**src/logic/srw_map.vh**
```
// Purpose: constants for the system recovery watchdog
// Assumes: 100 MHz system clock
// Notes:   counts are in clock cycles unless named otherwise
`ifndef SRW_MAP_VH
`define SRW_MAP_VH

// ----------------------------------------------------------------------
// timing
// ----------------------------------------------------------------------
`define SRW_CLK_HZ        100000000
`define SRW_SEC_CYCLES    (`SRW_CLK_HZ * 1)
`define SRW_SEC_PER_MIN   60

// ----------------------------------------------------------------------
// configuration values
// ----------------------------------------------------------------------
`define SRW_UNIT_SECONDS  1'b0
`define SRW_UNIT_MINUTES  1'b1
`define SRW_ACT_RESET     1'b0
`define SRW_ACT_NMI       1'b1
`define SRW_COUNT_RST     8'h00
`define SRW_COUNT_W       8

`endif

```
**src/logic/srw_watchdog.v**
```verilog
// Purpose: countdown watchdog recovering a hung system by reset or nmi
// Assumes: load strobe and config inputs synchronous to i_mclk
// Notes:   all outputs are registered; expiry gives one pulse
//
// Operation
// - On expiry the block recovers the system by a cold reset or an nmi.
// - Loading a nonzero count starts a countdown from that value.
// - When the running count reaches zero the action selected by i_act_nmi (cold reset or nmi) fires.
// - Every load restarts the countdown; software must reload in time.
// - Loading zero disables the block so nothing is produced.
// - The count is in units picked by a unit-select option, seconds base.
`include "srw_map.vh"

module srw_watchdog #(
  parameter integer SEC_CYCLES = `SRW_SEC_CYCLES,
  parameter integer UNITS_PER_MIN = `SRW_SEC_PER_MIN
) (
  input  wire       i_mclk,
  input  wire       i_arst_n,
  input  wire       i_load,
  input  wire [7:0] i_timeout_count_operand,
  input  wire       i_unit_minutes,
  input  wire       i_act_nmi,
  output reg        o_cold_reset,
  output reg        o_nmi,
  output reg        o_running,
  output reg  [7:0] o_count
);

  // ----------------------------------------------------------------------
  // per-second tick divider
  // ----------------------------------------------------------------------
  reg [31:0] sec_div_reg;
  reg        sec_tick_reg;
  reg [7:0]  min_div_reg;
  wire       restart = i_load;

  // one-cycle enable each second, realigned on every load
  always @(posedge i_mclk or negedge i_arst_n) begin
    if (!i_arst_n) begin
      sec_div_reg  <= 32'h0000_0000;
      sec_tick_reg <= 1'b0;
    end else if (restart) begin
      sec_div_reg  <= 32'h0000_0000;
      sec_tick_reg <= 1'b0;
    end else if (sec_div_reg == SEC_CYCLES[31:0] - 32'h0000_0001) begin
      sec_div_reg  <= 32'h0000_0000;
      sec_tick_reg <= 1'b1;
    end else begin
      sec_div_reg  <= sec_div_reg + 32'h0000_0001;
      sec_tick_reg <= 1'b0;
    end
  end

  // ----------------------------------------------------------------------
  // unit select
  // ----------------------------------------------------------------------
  // minute prescaler counts seconds in both units; only minutes mode uses it
  always @(posedge i_mclk or negedge i_arst_n) begin
    if (!i_arst_n)
      min_div_reg <= 8'h00;
    else if (restart)
      min_div_reg <= 8'h00;
    else if (sec_tick_reg) begin
      if (min_div_reg == UNITS_PER_MIN[7:0] - 8'h01)
        min_div_reg <= 8'h00;
      else
        min_div_reg <= min_div_reg + 8'h01;
    end
  end

  wire unit_tick = (i_unit_minutes == `SRW_UNIT_MINUTES) ?
                   (sec_tick_reg &&
                    min_div_reg == UNITS_PER_MIN[7:0] - 8'h01) :
                   sec_tick_reg;

  // ----------------------------------------------------------------------
  // countdown and expiry
  // ----------------------------------------------------------------------
  reg [7:0] count_next;
  reg       run_next;
  reg       expire;

  // load wins over a tick in the same cycle
  always @* begin
    count_next = o_count;
    run_next   = o_running;
    expire     = 1'b0;
    if (i_load) begin
      count_next = i_timeout_count_operand;
      run_next   = |i_timeout_count_operand;
    end else if (o_running && unit_tick) begin
      count_next = o_count - 8'h01;
      if (o_count == 8'h01) begin
        run_next = 1'b0;
        expire   = 1'b1;
      end
    end
  end

  // state and one-cycle recovery pulses
  always @(posedge i_mclk or negedge i_arst_n) begin
    if (!i_arst_n) begin
      o_count      <= `SRW_COUNT_RST;
      o_running    <= 1'b0;
      o_cold_reset <= 1'b0;
      o_nmi        <= 1'b0;
    end else begin
      o_count      <= count_next;
      o_running    <= run_next;
      o_cold_reset <= expire && (i_act_nmi == `SRW_ACT_RESET);
      o_nmi        <= expire && (i_act_nmi == `SRW_ACT_NMI);
    end
  end

endmodule

```
**config.mk**
```make
export PLATFORM = sky130hd
export DESIGN_NAME = srw_watchdog
export DESIGN_NICKNAME = d
export VERILOG_FILES = /design/src/logic/srw_watchdog.v
export VERILOG_INCLUDE_DIRS = /design/src /design/src/logic
export SDC_FILE = /design/constraint.sdc
export NUM_CORES = 1
export LEC_CHECK = 0
export ABC_CLOCK_PERIOD_IN_PS = 1800
export BUFFER_PORTS_ARGS = -buffer_cell sky130_fd_sc_hd__buf_2
export CORE_ASPECT_RATIO = 1.25
export CORE_MARGIN = 2
export CORE_UTILIZATION = 54
export CTS_CLUSTER_DIAMETER = 80
export CTS_CLUSTER_SIZE = 30
export DETAILED_ROUTE_END_ITERATION = 6
export MAX_ROUTING_LAYER = met4
export PLACE_DENSITY = 0.87
export SYNTH_ARGS = -nofsm -noshare
export SYNTH_HDL_FRONTEND = slang
export SYNTH_SLANG_ARGS = --single-unit
```
**constraint.sdc**
```tcl
create_clock -name i_mclk -period 1.8 [get_ports i_mclk]
set_input_delay 0.18 -clock i_mclk [delete_from_list [all_inputs] [get_ports i_mclk]]
set_output_delay 0.18 -clock i_mclk [all_outputs]
set_load 0.01 [all_outputs]
```
==> impl_metrics.json, run 1 <==
{
  "layout.nets": 414,
  "grt_max_degree": 30,
  "cp-end-kind": "flip-flop",
  "critPathKind": "reg2reg",
  "largest_reg_flops": 32,
  "gr-usage-met2": 0.502,
  "grt_util_met1": 0.317,
  "syn_area_per_cell_sq_um": 9.17,
  "drive_gt1_frac": 0.314,
  "start_util": 0.566,
  "setup_ws_ns": -0.0575,
  "cts_root_buf": "clkbuf_8",
  "dieArea_sq_um": 5970,
  "drt_pre_antenna_iters": 5,
  "reg2regPathDepth": 6,
  "core-area_sq_um": 5120,
  "io_pins": 24,
  "p_leak_uw": 0.00166,
  "yosysTopAreaCell": "dfrtp_1",
  "slew_headroom": 0.601,
  "ant_nets": 0,
  "peakVddDrop_uv": 476,
  "worst_clock_skew_ns": 0.00630,
  "slew_violations": 0,
  "netlist_top_cells_count": "52 x dfrtp_1, 42 x nor2_1, 30 x nand2_1",
  "cts_made_buffers": 5,
  "yosys-top-cells-area": "dfrtp_1 45%, xor2_1 6.0%, nor2_1 5.4%, nand2_1 3.9%, nand4_1 3.5%",
  "viasPerCell": 6.37,
  "post_dp_cell_area_sq_um": 3410,
  "place_ws_ns": -0.0549,
  "first_global_vias": 2832,
  "syn_inst": 316,
  "totalWireLength_mm": 8.54,
  "seq_area_frac_synth": 0.449,
  "p_int_uw": 1710,
  "cts_tree": "yes",
  "syn_to_final_growth_pct": 30.7,
  "combPwrFrac": 0.104,
  "synth_edf_count": 0,
  "drc": 0,
  "rr_startpoint": "sec_div_reg[10]",
  "rsz0062_at_grt": "yes",
  "fmax_mhz": 538,
  "n_antenna_cell": 0,
  "critPathLaunch": "sec_div_reg[10]",
  "antenna_found_initial": 0,
  "h-tree-depth": 2,
  "violations": "negative setup slack",
  "cts_buffer_depth": 2,
  "pwr-share-seq": 0.541,
  "vias": 2930,
  "syn_nets": 333,
  "yosysWarnings": 0,
  "drtIter0Drc": 231,
  "min_period_over_period": 1.03,
  "cts.reportedPaths.clkPinSlew_ns": 0.10,
  "async_flop_share": 1.00,
  "use_met3": 0.0423,
  "hold_viol_final": 0,
  "powerDensity_nw_per_um2": 601,
  "cts.sinks": 52,
  "worstPathRequired_ns": 1.98,
  "power_frac_clock": 0.355,
  "globalplace.congestion": 0.958,
  "grt_pass1_wl_mm": 13.2,
  "fp-row-count": 29,
  "grt_usage": 0.286,
  "wire_per_inst_um": 18.6,
  "top_usage_layer": "met2",
  "clock_latency_ns": 0.31,
  "syn_area_sq_um": 2900,
  "switching_power_uw": 565,
  "ys.flop_type": "dfrtp_1",
  "fin_area_sq_um": 3790,
  "arrival_ns": 2.04,
  "port_buffers": 23,
  "setup_viol": 14,
  "multi_input_area_sq_um": 1630,
  "regArea_sq_um": 1300,
  "die-height_um": 85.9,
  "r2r_setup_slack_ns": -0.06,
  "maxCapViolCount": 0,
  "ys_seq_elements": 52,
  "synth_most_common_cell": "dfrtp_1",
  "fillCellCount": 343,
  "synth_cell_types": 50,
  "critical_path.max_fanout": 4,
  "worstMarginPinSlew_ns": 0.599,
  "switching_share": 0.248,
  "timing.rr.end": "sec_div_reg[7]",
  "cp-endpoint": "sec_div_reg[7]",
  "die_w_um": 69.5,
  "period_needed_ns": 1.86,
  "hold_class": "in2reg",
  "gr-total-overflow": 0,
  "yosys.area.top_type_share": 0.449,
  "outcome": "complete, but fails checks",
  "cp-start-kind": "flip-flop",
  "dp.final_hpwl_mm": 5.49
}
-- kinds of logic after synthesis --
| kind of cell | synth area share |
|---|---|
| adders and majority gates | 0.0173 |
| AOI/OAI and AO/OA | 0.0959 |
| muxes | 0.00777 |
| buffers and inverters | 0.0332 |
| and+or+nand+nor | 0.306 |
| DFF | 0.449 |
| xor gates and xnor gates | 0.0907 |
-- critical path, cell delays in order (launching register included) --
cell and delay, ns:
dfrtp_2 0.46, nor4b_2 0.27, nand4_1 0.15, or3_4 0.38, buf_4 0.15, o211ai_1 0.21
a21oi_1 0.11
-- worst min path at each step --
stage	cells after the start	to	startpoint
6_report	2	o_cold_reset	i_act_nmi
5_1_grt	2	o_cold_reset	i_act_nmi
4_1_cts	2	o_cold_reset	i_act_nmi
3_5_place_dp	1	min_div_reg[3]	i_arst_n
3_3_place_gp	1	min_div_reg[3]	i_arst_n
2_1_floorplan	0	min_div_reg[0]	i_arst_n
-- power by group through the flow --
stage	clock, uW	sequential, uW	combinational, uW
final	808	1230	237
after global routing	854	1240	260
after CTS	809	1230	210
after detailed placement	0	1250	205
after global placement	0	1250	198
after floorplan	0	1260	90.3
-- metal layers --
| metal | up-vias | part of all wire |
|---|---|---|
| li1 | 1294 | - |
| met1 | 1394 | 0.36 |
| met2 | 180 | 0.51 |
| met3 | 62 | 0.077 |
| met4 | 0 | 0.057 |
| met5 | - | 0 |
-- per-stage QoR --
step | TNS (ns) | total power (uW) | instances | hold WS [ns] | utilization
floorplan | 0 | 1350 | 316 | -0.116 | -
CTS | -0.0107 | 2250 | 452 | 0.0214 | 0.704
finish | -0.317 | 2280 | 460 | 0.0240 | 0.741
global route | -1.71 | 2350 | 460 | 0.0278 | 0.741
global placement | 0 | 1450 | 436 | 0.201 | 0.667
detailed placement | -0.0740 | 1460 | 436 | 0.209 | 0.667
-- cells in the final DEF, fill, tap and decap left out, types with 3 or more instances in the layout --
cell      count
buf_4        53
dfrtp_1      50
nor2_1       36
nand2_1      28
buf_2        23
xor2_1       20
nand3_1      17
nand4_1      16
nor3_1       14
inv_1        13
xnor2_1      10
a21oi_1       9
nor4_1        8
o21ai_0       7
and3_1        5
or3_1         5
nor2_4        5
clkbuf_8      5
buf_6         5
o21ai_1       4
nor4b_2       3
and2_1        3
a32o_1        3
nand2b_1      3
-- layout make-up --
cell class	count	share of cell area
well taps	62	0.0205
clock inverters	2	0.00925
inverters	13	0.0129
multi-input cells	241	0.431
flip-flops and latches	52	0.344
repair buffers	84	0.163
clock buffers	6	0.0192
-- what timing repair did --
action | 4_1_cts | 5_1_grt
setup buffers | 7 | 7
pin swaps | 2 | 19
hold buffers | 1 | 0
gates cloned | 0 | 1
endpoints found under the hold margin | 23 | 0
gates resized for setup | 4 | 36
setup endpoints to repair | 14 | 34
Power figures use the tool's default switching activity.
==> inputs of run 2 (changes only) <==
Settings changed: CAP_MARGIN set to 20, CELL_PAD_IN_SITES_DETAIL_PLACEMENT set to 2, CELL_PAD_IN_SITES_GLOBAL_PLACEMENT set to 2, CORE_UTILIZATION 54 to 34.
==> run 2 against run 1 <==
Clock-buffer cell count rose by 1. Sequential power barely moved. Highest routed layer unchanged. The flow still finishes with violations (negative setup slack). Register-to-register slack got worse by 0.26 ns. Largest cell class unchanged. Fmax fell by 12%. Sequential share of layout area fell by 3.5 points. Global-route usage rose by 3.6 points. Final area rose by 11%. Total power rose by 3.1%.
==> impl_metrics.json, run 2 (synthesized netlist as in run 1, its figures left out) <==
{
  "total_power_uw": 2350,
  "cp.buffers_inverters": 1,
  "dp.final_hpwl_mm": 8.23,
  "arrival_ns": 2.32,
  "grt_max_degree": 26,
  "p_leak_uw": 0.00178,
  "peakVddDrop_uv": 375,
  "period_needed_ns": 2.11,
  "setup_ws_ns": -0.313,
  "dieArea_sq_um": 9280,
  "cts_made_buffers": 5,
  "drc": 0,
  "grt_usage": 0.323,
  "cts_tree": "yes",
  "cts_root_buf": "clkbuf_8",
  "ant_nets": 0,
  "cp-end-kind": "flip-flop",
  "cp_slowest_cell": "dfrtp_1",
  "slew_headroom": 0.648,
  "cp-start-kind": "flip-flop",
  "hold_viol_final": 0,
  "worstSetupPathDepth": 6,
  "reg2regPathDepth": 6,
  "setup_viol": 34,
  "gr-total-overflow": 0,
  "maxCapViolCount": 0,
  "cts.sinks": 52,
  "critPathKind": "reg2reg",
  "first_global_vias": 3642,
  "wire_per_inst_um": 31.6,
  "largest_reg_flops": 32,
  "viasPerCell": 6.45,
  "fillCellCount": 875,
  "port_buffers": 23,
  "worstMarginPinSlew_ns": 0.527,
  "rsz0062_at_grt": "yes",
  "min_period_over_period": 1.17,
  "h-tree-depth": 2,
  "start_util": 0.352,
  "hold_ws_ns": 0.0651,
  "globalplace.congestion": 0.840,
  "drive_gt1_frac": 0.427,
  "die_w_um": 86.6,
  "die-height_um": 107,
  "grt_pass1_wl_mm": 21.6,
  "totalWireLength_mm": 16.0,
  "tns_ns": -5.89,
  "max_stage_delay_ns": 0.44,
  "fmax_mhz": 473,
  "post_dp_cell_area_sq_um": 3550,
  "outcome": "complete, but fails checks",
  "crit_chain": "nor4b_2 > nand4_1 > or3_4 > buf_6 > o211ai_1 > a21oi_1",
  "violations": "negative setup slack",
  "cts.reportedPaths.clkPinSlew_ns": 0.11,
  "final_common_cell": "buf_4",
  "cts_buffer_depth": 2,
  "core-area_sq_um": 8240,
  "syn_to_final_growth_pct": 45.4,
  "fin_area_sq_um": 4210,
  "io_pins": 24,
  "worst_hold_path.num_cells": 2,
  "worstPathRequired_ns": 2.01,
  "multi_input_area_sq_um": 1920,
  "path_delay_family": "simple AND/OR/NAND/NOR gates",
  "clock_latency_ns": 0.34,
  "layout_common_cells": "60 x buf_4, 50 x dfrtp_1, 28 x nand2_1, 23 x nor2_1, 23 x buf_2",
  "worst_clock_skew_ns": 0.0134,
  "fp-row-count": 37,
  "hold_class": "in2reg",
  "powerDensity_nw_per_um2": 557,
  "regArea_sq_um": 1300,
  "vias": 3269,
  "layout.nets": 426,
  "n_antenna_cell": 0,
  "antenna_found_initial": 0,
  "drtIter0Drc": 289,
  "slew_violations": 0,
  "critical_path.max_fanout": 5,
  "drt_pre_antenna_iters": 6
}
-- run 2: metal layers --
layer | part of all wire | vias to the layer above | GRT usage
met3 | 0.055 | 94 | 0.0554
li1 | - | 1315 | -
met1 | 0.36 | 1675 | 0.322
met2 | 0.52 | 185 | 0.587
met4 | 0.067 | 0 | 0.176
met5 | 0 | - | -
-- run 2: final cells by class --
class | instances | share of cell area
well taps | 97 | 0.0288
clock inverters | 1 | 0.00178
clock buffers | 7 | 0.0205
inverters | 13 | 0.0116
flip-flops and latches | 52 | 0.309
multi-input cells | 241 | 0.456
repair buffers | 96 | 0.172
-- run 2: worst reg2reg max path: cells and delay by family, from the launching register on --
family | cells | cell delay, ns
AO/OA/AOI/OAI | 2 | 0.41
AND/OR/NAND/NOR | 3 | 1.00
flip-flops | 1 | 0.44
buffers and inverters | 1 | 0.15
-- run 2: power by group --
group	leakage, uW	total, uW	internal [uW]	switching (uW)
sequential	0.000702	1250	1200	51.1
combinational	0.00104	314	118	196
clock	0.0000445	785	315	471
total	0.00178	2350	1630	718
-- run 2: timing repair --
action | 4_1_cts | 5_1_grt
setup buffers | 4 | 9
resized for setup | 48 | 59
endpoints found under the setup margin | 32 | 39
endpoints found under the hold margin | 16 | 0
hold buffers | 1 | 0
pin swaps | 11 | 25
-- run 2: path summary, 6_finish.rpt --
check                           startpoint               to  slack (ns)
setup / recovery           sec_div_reg[27]   sec_div_reg[7]       -0.31
hold / removal                   i_act_nmi     o_cold_reset        0.07
setup reg to reg           sec_div_reg[27]   sec_div_reg[7]       -0.31
hold reg to reg             min_div_reg[5]   min_div_reg[5]        0.59
max in group asynchronous         i_arst_n  sec_div_reg[10]        0.79
min in group asynchronous         i_arst_n   min_div_reg[3]        0.31
-- run 2: per-stage QoR --
stage,setup WS (ns),utilization,std cells
2_1_floorplan,0.0128,-,316
3_3_place_gp,-0.0963,0.431,485
3_5_place_dp,-0.110,0.431,485
4_1_cts,-0.110,0.470,498
5_1_grt,-0.381,0.511,507
6_report,-0.313,0.511,507
